$ cat src/hdl/ciq_pkg.sv
package ciq_pkg;
    // System clock rate in Hz
    localparam int unsigned CLK_HZ = 25000000;
    // Qualification times in milliseconds
    localparam int unsigned DISC_MIN_MS = 500;
    localparam int unsigned DISC_HW_MS = 10000;
    localparam int unsigned ENA_MIN_MS = 2000;
    localparam int unsigned SHUT_MIN_MS = 500;
    localparam int unsigned SHUT_HW_MS = 10000;
    // Least times convert to whole cycles; CLK_HZ / 1000 truncates, nothing rounds up
    localparam int unsigned DISC_MIN_CYC = (DISC_MIN_MS * (CLK_HZ / 1000) + 0) ;
    localparam int unsigned DISC_HW_CYC = DISC_HW_MS * (CLK_HZ / 1000);
    localparam int unsigned ENA_MIN_CYC = ENA_MIN_MS * (CLK_HZ / 1000);
    localparam int unsigned SHUT_MIN_CYC = SHUT_MIN_MS * (CLK_HZ / 1000);
    localparam int unsigned SHUT_HW_CYC = SHUT_HW_MS * (CLK_HZ / 1000);
    // Qualifier counter width, enough for the longest hold
    localparam int unsigned CNT_W = 28;
    // Reset value of every output flag
    localparam logic FLAG_RST = 1'b0;
endpackage

$ cat src/hdl/ciq_top.sv
`timescale 1ns/1ps
// Function
// - Normal disconnect acts after 0.5 s hold
// - Immediate mode acts on disconnect at once
// - Disconnect held 10 s opens path in hardware
// - Enable request needs 2 s hold
// - Held enable blocks shutdown input
// - Held enable blocks under-voltage turn-off
// - Shutdown request needs 0.5 s hold
// - Shutdown held 10 s forces off unless enabled
module ciq_top #(
    parameter int unsigned DISC_MIN = ciq_pkg::DISC_MIN_CYC,
    parameter int unsigned DISC_HW = ciq_pkg::DISC_HW_CYC,
    parameter int unsigned ENA_MIN = ciq_pkg::ENA_MIN_CYC,
    parameter int unsigned SHUT_MIN = ciq_pkg::SHUT_MIN_CYC,
    parameter int unsigned SHUT_HW = ciq_pkg::SHUT_HW_CYC
) (
    input wire logic clock,
    input wire logic rstn,
    input wire logic disconnect_in,
    input wire logic enable_in,
    input wire logic shutdown_in,
    input wire logic immediate_mode,
    input wire logic uvlo_fault,
    output logic disconnect_req,
    output logic hw_disconnect,
    output logic power_on_req,
    output logic shutdown_req,
    output logic hw_force_off,
    output logic uvlo_off,
    output logic enable_held
);
    import ciq_pkg::*;

    // Largest count that the shared timer width can hold, plus one
    localparam longint unsigned CNT_SPAN = 64'h1 << CNT_W;

    // Refuse disconnect timings that the timers cannot serve
    if (DISC_MIN < 1 || DISC_HW < DISC_MIN || 64'(DISC_HW) >= CNT_SPAN) begin
        $error("ciq_top: disconnect timing out of range");
    end

    // Refuse enable timing that the timer cannot serve
    if (ENA_MIN < 1 || 64'(ENA_MIN) >= CNT_SPAN) begin
        $error("ciq_top: enable timing out of range");
    end

    // Refuse shutdown timings that the timers cannot serve
    if (SHUT_MIN < 1 || SHUT_HW < SHUT_MIN || 64'(SHUT_HW) >= CNT_SPAN) begin
        $error("ciq_top: shutdown timing out of range");
    end

    // Synchronised level of the disconnect pin
    logic disc_lvl;
    // Disconnect held for the normal minimum
    logic disc_min;
    // Disconnect held for the hardware fallback time
    logic disc_long;
    // Synchronised level of the enable pin
    logic ena_lvl;
    // Enable held long enough to count as a request
    logic ena_min;
    // Synchronised level of the shutdown pin
    logic shut_lvl;
    // Shutdown held for the request minimum
    logic shut_min;
    // Shutdown held for the hardware fallback time
    logic shut_long;
    // Immediate mode strap, first and second stage
    logic mode_s1_r;
    logic mode_s2_r;
    // Under-voltage fault line, first and second stage
    logic uvlo_s1_r;
    logic uvlo_s2_r;
    // Enable already reported for this press
    logic ena_done_r;

    // Passes a request only while the enable override is released
    function automatic logic unless_enabled(input logic req, input logic ena);
        return req && !ena;
    endfunction

    // Disconnect input timer, short and long hold
    ciq_hold_timer #(
        .CNT_W(CNT_W),
        .MIN_CYC(DISC_MIN),
        .LONG_CYC(DISC_HW)
    ) u_disc (
        .clock(clock),
        .rstn(rstn),
        .pin_in(disconnect_in),
        .level(disc_lvl),
        .min_reached(disc_min),
        .long_reached(disc_long)
    );

    // Enable input timer; only the minimum hold matters
    ciq_hold_timer #(
        .CNT_W(CNT_W),
        .MIN_CYC(ENA_MIN),
        .LONG_CYC(ENA_MIN)
    ) u_ena (
        .clock(clock),
        .rstn(rstn),
        .pin_in(enable_in),
        .level(ena_lvl),
        .min_reached(ena_min),
        .long_reached()
    );

    // Shutdown input timer, short and long hold
    ciq_hold_timer #(
        .CNT_W(CNT_W),
        .MIN_CYC(SHUT_MIN),
        .LONG_CYC(SHUT_HW)
    ) u_shut (
        .clock(clock),
        .rstn(rstn),
        .pin_in(shutdown_in),
        .level(shut_lvl),
        .min_reached(shut_min),
        .long_reached(shut_long)
    );

    // Synchronise the mode strap; it may change at any time
    always_ff @(posedge clock or negedge rstn) begin
        if (!rstn) begin
            mode_s1_r <= 1'b0;
            mode_s2_r <= 1'b0;
        end else begin
            mode_s1_r <= immediate_mode;
            mode_s2_r <= mode_s1_r;
        end
    end

    // Synchronise the under-voltage fault line
    always_ff @(posedge clock or negedge rstn) begin
        if (!rstn) begin
            uvlo_s1_r <= 1'b0;
            uvlo_s2_r <= 1'b0;
        end else begin
            uvlo_s1_r <= uvlo_fault;
            uvlo_s2_r <= uvlo_s1_r;
        end
    end

    // Disconnect request, qualified or immediate
    always_ff @(posedge clock or negedge rstn) begin
        if (!rstn) begin
            disconnect_req <= FLAG_RST;
        end else if (mode_s2_r) begin
            disconnect_req <= disc_lvl;
        end else begin
            disconnect_req <= disc_min;
        end
    end

    // Hardware disconnect latches until the input releases
    always_ff @(posedge clock or negedge rstn) begin
        if (!rstn) begin
            hw_disconnect <= FLAG_RST;
        end else if (!disc_lvl) begin
            hw_disconnect <= 1'b0;
        end else if (disc_long) begin
            hw_disconnect <= 1'b1;
        end
    end

    // One power-on pulse per qualified enable press
    always_ff @(posedge clock or negedge rstn) begin
        if (!rstn) begin
            power_on_req <= FLAG_RST;
            ena_done_r <= 1'b0;
        end else begin
            power_on_req <= ena_min && !ena_done_r;
            if (!ena_lvl) begin
                ena_done_r <= 1'b0;
            end else if (ena_min) begin
                ena_done_r <= 1'b1;
            end
        end
    end

    // Shutdown request, suppressed while enable is held
    always_ff @(posedge clock or negedge rstn) begin
        if (!rstn) begin
            shutdown_req <= FLAG_RST;
        end else begin
            // Qualified shutdown, dropped while enable is held
            shutdown_req <= unless_enabled(shut_min, ena_lvl);
        end
    end

    // Hardware force-off after the long hold, unless enabled
    always_ff @(posedge clock or negedge rstn) begin
        if (!rstn) begin
            hw_force_off <= FLAG_RST;
        end else if (!shut_lvl || ena_lvl) begin
            hw_force_off <= 1'b0;
        end else if (shut_long) begin
            hw_force_off <= 1'b1;
        end
    end

    // Under-voltage turn-off, blocked while enable is held
    always_ff @(posedge clock or negedge rstn) begin
        if (!rstn) begin
            uvlo_off <= FLAG_RST;
        end else begin
            // Fault passes only without the enable override
            uvlo_off <= unless_enabled(uvlo_s2_r, ena_lvl);
        end
    end

    // Registered view of the held enable override
    always_ff @(posedge clock or negedge rstn) begin
        if (!rstn) begin
            enable_held <= FLAG_RST;
        end else begin
            // Follows the synchronised pin level
            enable_held <= ena_lvl;
        end
    end
endmodule

$ cat src/hdl/ciq_hold_timer.sv
`timescale 1ns/1ps
// Synchronises one active-high input and reports how long it has been held
module ciq_hold_timer #(
    parameter int unsigned CNT_W = 28,
    parameter int unsigned MIN_CYC = 12500000,
    parameter int unsigned LONG_CYC = 250000000
) (
    input wire logic clock,
    input wire logic rstn,
    input wire logic pin_in,
    output logic level,
    output logic min_reached,
    output logic long_reached
);
    // Two-stage synchroniser
    logic sync1_r;
    logic sync2_r;
    // Hold counter, saturates at the long time
    logic [CNT_W-1:0] cnt_r;

    // Counter forms of the two thresholds
    localparam logic [CNT_W-1:0] MIN_V = CNT_W'(MIN_CYC);
    localparam logic [CNT_W-1:0] LONG_V = CNT_W'(LONG_CYC);

    // Refuse thresholds that the counter cannot reach
    if (MIN_CYC < 1 || LONG_CYC < MIN_CYC || 64'(LONG_CYC) >= (64'h1 << CNT_W)) begin
        $error("ciq_hold_timer: bad timing parameters");
    end

    // Synchroniser flops
    always_ff @(posedge clock or negedge rstn) begin
        if (!rstn) begin
            sync1_r <= 1'b0;
            sync2_r <= 1'b0;
        end else begin
            sync1_r <= pin_in;
            sync2_r <= sync1_r;
        end
    end

    // Count while held, back to zero on release
    always_ff @(posedge clock or negedge rstn) begin
        if (!rstn) begin
            cnt_r <= '0;
        end else if (!sync2_r) begin
            cnt_r <= '0;
        end else if (cnt_r != LONG_V) begin
            cnt_r <= cnt_r + 1'b1;
        end
    end

    assign level = sync2_r;
    assign min_reached = sync2_r && (cnt_r >= MIN_V);
    assign long_reached = sync2_r && (cnt_r == LONG_V);
endmodule

$ cat config.mk
export PLATFORM = sky130hd
export DESIGN_NAME = ciq_top
export DESIGN_NICKNAME = d
export VERILOG_FILES = /design/src/hdl/ciq_pkg.sv /design/src/hdl/ciq_top.sv /design/src/hdl/ciq_hold_timer.sv
export SDC_FILE = /design/constraint.sdc
export NUM_CORES = 1
export LEC_CHECK = 0
export BUFFER_PORTS_ARGS = -buffer_cell sky130_fd_sc_hd__buf_2
export CAP_MARGIN = 20
export CORE_ASPECT_RATIO = 0.75
export CORE_MARGIN = 4
export CORE_UTILIZATION = 55
export CTS_CLUSTER_DIAMETER = 200
export DETAILED_ROUTE_END_ITERATION = 8
export PLACE_DENSITY_LB_ADDON = 0.3
export RECOVER_POWER = 25
export SLEW_MARGIN = 5
export SYNTH_ARGS = -nofsm -noshare
export SYNTH_HDL_FRONTEND = slang
export SYNTH_SLANG_ARGS = --single-unit
$ cat constraint.sdc
create_clock -name clock -period 2.25 [get_ports clock]
set_input_delay 0.45 -clock clock [delete_from_list [all_inputs] [get_ports clock]]
set_output_delay 0.45 -clock clock [all_outputs]
set_load 0.1 [all_outputs]
==> results_dict.tcl, run 1 <==
set metrics [dict create \
    status "finished, violations left" \
    failed_checks "capacitance limit, slew limit" \
    ios 14 \
    synth_edf_count 0 \
    dp_slack_ns 0.08853 \
    r2r_start "u_shut.cnt_r[0]" \
    yosysTopAreaCell "dfrtp_1" \
    cp_cell_sequence "inv_1 -> ha_1 -> or4bb_1 -> nor4_1 -> nor3b_2 -> mux2i_1 -> nor2b_1" \
    drive_above_1_share_pct 10.59 \
    drt-total-wl_mm 9.663 \
    cp_slowest_cell "dfrtp_1" \
    max_cap_violations 1 \
    synth_cells 508 \
    multiInputGateArea_sq_um 2549 \
    synth_area_leaders "dfrtp_1 (49%), xnor2_1 (7.1%), and2_1 (5.5%)" \
    avgViaCountPerCell 5.572 \
    cts_sinks 102 \
    endpoint_kind "flip-flop" \
    synth.distinct_cells 54 \
    drt_iter0_drc 272 \
    worst_pin_slew_ns 1.814 \
    cts_buffers 9 \
    cp-start-kind "flip-flop" \
    area_growth_pct 9.981 \
    crit_type "flip-flop to flip-flop" \
    synth_seq_cells 102 \
    yosys_warnings 0 \
    worst-r2r-setup-slack_ns 0.15 \
    p_leak_nw 2.490 \
    p_per_area_nw_per_um2 619.0 \
    syn-cell-area_sq_um 5202 \
    clkLatencyLatePin_ns 0.35 \
    core-area_sq_um 9121 \
    hold_path_class "input port to flip-flop" \
    gp_congestion 0.8831 \
    ctsRootBufferMaster "clkbuf_16" \
    clkTransAtPathRegs_ns 0.07 \
    die_width_um 120.3 \
    htreeDepth 3 \
    crit_arrival_ns 2.34 \
    seq_area_frac_synth_pct 49.06 \
    final_net_count 537 \
    ctsLongestPathBuffers 2 \
    async_flop_share_pct 100.0 \
    cts_tree "yes" \
    dieArea_sq_um 11100 \
    postSynthAreaPerCell_sq_um 10.24 \
    seq_area_sq_um 2552 \
    synth_flop_cell "dfrtp_1" \
    fillers 747 \
    grt_usage_pct 19.18 \
    route.vias.total 3661 \
    setup_ws_ns 0.1524 \
    slew_headroom_pct -20.92 \
    dp_hpwl_mm 6.508 \
    fp.dieH_um 92.23 \
    n_antenna_cell 0 \
    worst_ep_required_time_ns 2.49 \
    grt_overflow 0 \
    antenna_found_initial 0 \
    drtPass1Iterations 4 \
    vdd_drop_max_v 0.0003717 \
    drtAntennaViolNets 0 \
    cpPeakStageDelay_ns 0.44 \
    drcViolationCount 0 \
    fmaxAchievable_ghz 0.4767 \
    grt_start_max_net_pins 50 \
    synth_top_cell_area_share_pct 49.06 \
    timing.final.crit_share_pct 93.23 \
    synth_nets 521 \
    top_regs "u_disc.cnt_r: 28 flops, u_ena.cnt_r: 28 flops, u_shut.cnt_r: 28 flops" \
    start_util_pct 57.04 \
    tns_ns 0 \
    grt_pass1_wl_mm 17.26 \
    setup_viol 0 \
    startpoint "u_shut.cnt_r[0]" \
    hold_viol 0 \
    first_global_vias 3639 \
    clock_skew_ns 0.007327 \
    report.final.slew_viol_count 35 \
    row_count 30 \
    path_max_fanout 5 \
    rsz0062_at_grt "false" \
    port_buffers 13 \
    min_period_ns 2.098 \
    worstHoldStart "immediate_mode" \
    wl_per_cell_um 14.71 \
]
[critical path: cells and delay by family, from the launching register on]
family | cells | cell delay (ns)
flip-flops | 1 | 0.44
adder cells (fa/ha/maj) | 1 | 0.13
AND/OR/NAND/NOR | 4 | 1.08
multiplexers | 1 | 0.26
buffers and inverters | 1 | 0.08
[through the flow]
step / util [%] / instances / cell area [sq um] / power [mW] / hold WS [ns]
global placement: 59.57 / 641 / 5434 / 2.055 / 0.3329
floorplan: - / 508 / 5202 / 1.987 / 0.1544
CTS: 62.77 / 657 / 5725 / 3.586 / 0.05542
finish: 62.73 / 657 / 5722 / 3.542 / 0.2034
global route: 62.73 / 657 / 5722 / 3.673 / 0.1869
detailed placement: 59.57 / 641 / 5434 / 2.059 / 0.3347
[per-layer routing]
metal  routed length [um]  vias up  GRT usage, %
met5                    0        -             0
met4                  112        0         6.226
met3                  366       11         4.439
met1                 4841     1793         27.49
li1                     -     1797             -
met2                 4342       60         28.94
[layout by cell type (no fill, tap or decap), types with 3 or more instances in the layout]
master,n
nand4_1,19
nand3_1,37
nand2_1,40
dfrtp_1,102
nor2b_1,9
a21boi_0,4
nor2_1,42
mux2i_1,5
o21ai_0,7
and2_1,46
or4_1,5
clkbuf_16,9
xnor2_1,42
o21a_1,5
buf_4,7
and3_1,11
nand3_2,5
ha_1,6
buf_2,12
nor4_1,7
nor3_1,8
nand2b_1,3
a21oi_1,4
nor4_4,6
inv_1,10
or3_1,8
xor2_1,25
nor3b_1,3
[report_power, final]
group | switching (mW) | internal, mW | leakage (nW) | total [mW]
Clock | 0.726 | 0.799 | 0.138 | 1.52
Sequential | 0.0300 | 1.86 | 1.39 | 1.89
Combinational | 0.0924 | 0.0385 | 0.962 | 0.131
[Yosys cell counts (all sizes together), types with 5 or more instances]
library cell and n:
and2 47, and3 11, clkbuf 12, dfrtp 102, ha 6, inv 11
mux2i 5, nand2 40, nand3 42, nand4 20, nor2 42, nor2b 9
nor3 9, nor4 15, o21a 5, o21ai 7, or3 8, or4 5
xnor2 42, xor2 25
[final timing paths]
kind	endpoint	cells after the start
setup reg to reg	u_shut.cnt_r[1]	7
min in group asynchronous	u_disc.cnt_r[17]	1
setup / recovery	u_shut.cnt_r[1]	7
hold reg to reg	uvlo_s2_r	0
hold / removal	mode_s1_r	1
max in group asynchronous	u_shut.cnt_r[7]	2
[what timing repair did]
action | 4_1_cts | 5_1_grt
setup endpoints to repair | 0 | 4
resized for setup | 0 | 3
hold buffers | 0 | 0
buffers inserted | 0 | 0
[layout make-up]
class                      instances  area share, %
sequential                       102          44.61
inverter                          11         0.7216
tap                              128          2.799
multi-input combinational        379          44.54
clock buffer                      10          4.177
timing repair buffer              21          2.230
clock inverter                     6         0.9184
[cell families (layout without fill, tap and decap cells)]
group	count (synthesis)	in the layout	synth area share, %
adders and majority gates	6	6	1.443
AOI/OAI and AO/OA	33	33	4.426
muxes	5	5	0.9620
DFF	102	102	49.06
xor gates and xnor gates	67	67	11.28
and+or+nand+nor	268	268	30.71
buffers and inverters	27	48	2.116
No activity file was read; power rests on OpenSTA's default activity.
==> run 2, diff against run 1 <==
Settings changed: CELL_PAD_IN_SITES_DETAIL_PLACEMENT set to 1, CELL_PAD_IN_SITES_GLOBAL_PLACEMENT set to 2, CORE_UTILIZATION 55 to 41.
==> run 2 against run 1 <==
  * The flow now finishes without violations
  * Critical path depth fell by 2
  * Non-clock buffer count up 6
  * Cell count is 6.7% higher
  * Clock power is 6% higher
  * Global-route usage down 1.9 points
  * Combinational power rose by 3%
  * Register-to-register slack about the same
  * Sequential share of layout area fell by 0.70 points
  * Utilization decreased by 16 points
  * Fmax is 0.12% higher
  * Clock skew fell by 0.0030 ns
  * Count of clock-buffer cells in the layout down 1
  * Critical endpoint is now u_ena.cnt_r[1]
  * Highest routed layer unchanged
==> results_dict.tcl, run 2 (same netlist as run 1, synthesis figures left out) <==
set metrics [dict create \
    status "complete, no violations" \
    power_frac_clock_pct 44.3 \
    avgViaCountPerCell 5.335 \
    cp_top_family "simple AND/OR/NAND/NOR gates" \
    hold_viol 0 \
    dieArea_sq_um 14570 \
    tns_ns 0 \
    cp_cell_sequence "or4_1 -> nor4b_1 -> and4_1 -> mux2i_1 -> nor2_1" \
    ios 14 \
    cts_tree "yes" \
    rsz0062_at_grt "false" \
    path_max_fanout 5 \
    antenna_found_initial 0 \
    fp.dieH_um 105.6 \
    ctsLongestPathBuffers 2 \
    cpPeakStageDelay_ns 0.58 \
    max_cap_violations 0 \
    intPower_mw 2.773 \
    layout_commonest_cell "dfrtp_1" \
    vdd_drop_max_v 0.0005129 \
    net-switching-power_mw 0.8576 \
    r2r_end "u_ena.cnt_r[1]" \
    grt_start_max_net_pins 36 \
    cp-start-kind "flip-flop" \
    drtPass1Iterations 4 \
    top_regs "u_disc.cnt_r: 28 flops, u_ena.cnt_r: 28 flops, u_shut.cnt_r: 28 flops" \
    start_util_pct 42.13 \
    setup_viol 0 \
    p_per_area_nw_per_um2 624.6 \
    gp_congestion 0.8280 \
    fmaxAchievable_ghz 0.4773 \
    use_met1_pct 24.50 \
    cts_sinks 102 \
    crit_buf_inv 0 \
    worst-r2r-setup-slack_ns 0.15 \
    total_power_mw 3.631 \
    ctsHoldBuffers 0 \
    row_count 35 \
    core-area_sq_um 12350 \
    n_antenna_cell 0 \
    worst_pin_slew_ns 0.8650 \
    reg2regPathDepth 5 \
    htreeDepth 3 \
    die_width_um 138.1 \
    crit_type "flip-flop to flip-flop" \
    clock_skew_ns 0.004323 \
    drive_above_1_share_pct 11.40 \
    clkLatencyLatePin_ns 0.35 \
    timing.final.crit_share_pct 93.11 \
    ctsRootBufferMaster "clkbuf_16" \
    crit_arrival_ns 2.31 \
    area_growth_pct 11.74 \
    worst_ep_required_time_ns 2.47 \
    hold_end "uvlo_s1_r" \
    report.final.slew_viol_count 0 \
    layout_common_cells "dfrtp_1 (102), and2_1 (46), nor2_1 (42), xnor2_1 (42), nand2_1 (40)" \
    pwr-share-seq_pct 52.0 \
    use_met3_pct 3.900 \
    finish.utilization_pct 47.07 \
    drt_iter0_drc 178 \
    grt_overflow 0 \
    hold_path_depth 1 \
    drt-total-wl_mm 11.75 \
    drcViolationCount 0 \
    clkTransAtPathRegs_ns 0.07 \
    cp_slowest_cell "or4_1" \
    cts_buffers 9 \
    top_usage_layer "met2" \
    min_period_ns 2.095 \
    grt_usage_pct 17.29 \
    wl_per_cell_um 16.77 \
    swShare_pct 23.62 \
    p_leak_nw 2.533 \
    first_global_vias 4057 \
    worstHoldStart "uvlo_fault" \
    dp_hpwl_mm 8.473 \
    cts_resized 0 \
    final_net_count 543 \
    grt_pass1_wl_mm 20.73 \
    use_met2_pct 27.37 \
    route.vias.total 3740 \
    port_buffers 13 \
    drtAntennaViolNets 0 \
    fin_hold_ws_ns 0.2037 \
    slew_headroom_pct 42.33 \
    endpoint_kind "flip-flop" \
    power_frac_comb_pct 3.7 \
    hold_path_class "input port to flip-flop" \
    post-cts-setup-buffer-count 0 \
    r2r_start "u_ena.cnt_r[10]" \
]
run 2: final cells by class:
| type | count | area [sq um] |
|---|---|---|
| Multi-Input combinational cell | 379 | 2540 |
| Fill cell | 1395 | 6536 |
| Inverter | 11 | 41.29 |
| Tap cell | 166 | 207.7 |
| Timing Repair Buffer | 27 | 167.7 |
| Clock inverter | 7 | 78.83 |
| Sequential cell | 102 | 2552 |
| Clock buffer | 9 | 225.2 |
run 2: power groups by stage:
stage	clock, mW	combinational (mW)	sequential (mW)
after detailed placement	0	0.145	1.92
final	1.61	0.135	1.89
after CTS	1.66	0.146	1.89
after floorplan	0	0.0567	1.93
after global placement	0	0.141	1.92
after global routing	1.74	0.158	1.89
run 2: worst max path at each step:
| stage | startpoint | depth (start not counted) | endpoint | slack (ns) |
|---|---|---|---|---|
| 6_report | u_ena.cnt_r[10] | 5 | u_ena.cnt_r[1] | 0.15 |
| 5_1_grt | u_ena.cnt_r[10] | 5 | u_ena.cnt_r[1] | 0.02 |
| 4_1_cts | u_ena.cnt_r[10] | 5 | u_ena.cnt_r[1] | 0.16 |
| 3_5_place_dp | u_ena.cnt_r[10] | 5 | u_ena.cnt_r[1] | 0.17 |
| 3_3_place_gp | u_ena.cnt_r[0] | 7 | u_ena.cnt_r[1] | 0.29 |
| 2_1_floorplan | u_shut.cnt_r[0] | 6 | u_shut.cnt_r[26] | 0.39 |
run 2: per-stage QoR:
| stage | std cells | setup WS [ns] | area [sq um] |
|---|---|---|---|
| 3_5_place_dp | 685 | 0.1703 | 5527 |
| 3_3_place_gp | 685 | 0.2865 | 5527 |
| 4_1_cts | 701 | 0.1638 | 5831 |
| 2_1_floorplan | 508 | 0.3858 | 5202 |
| 5_1_grt | 701 | 0.02204 | 5813 |
| 6_report | 701 | 0.1549 | 5813 |
run 2: per-layer routing:
layer | share of wire (%) | vias to the layer above
li1 | - | 1804
met1 | 51 | 1900
met2 | 46 | 25
met3 | 2.2 | 11
met4 | 0.92 | 0
met5 | 0 | -
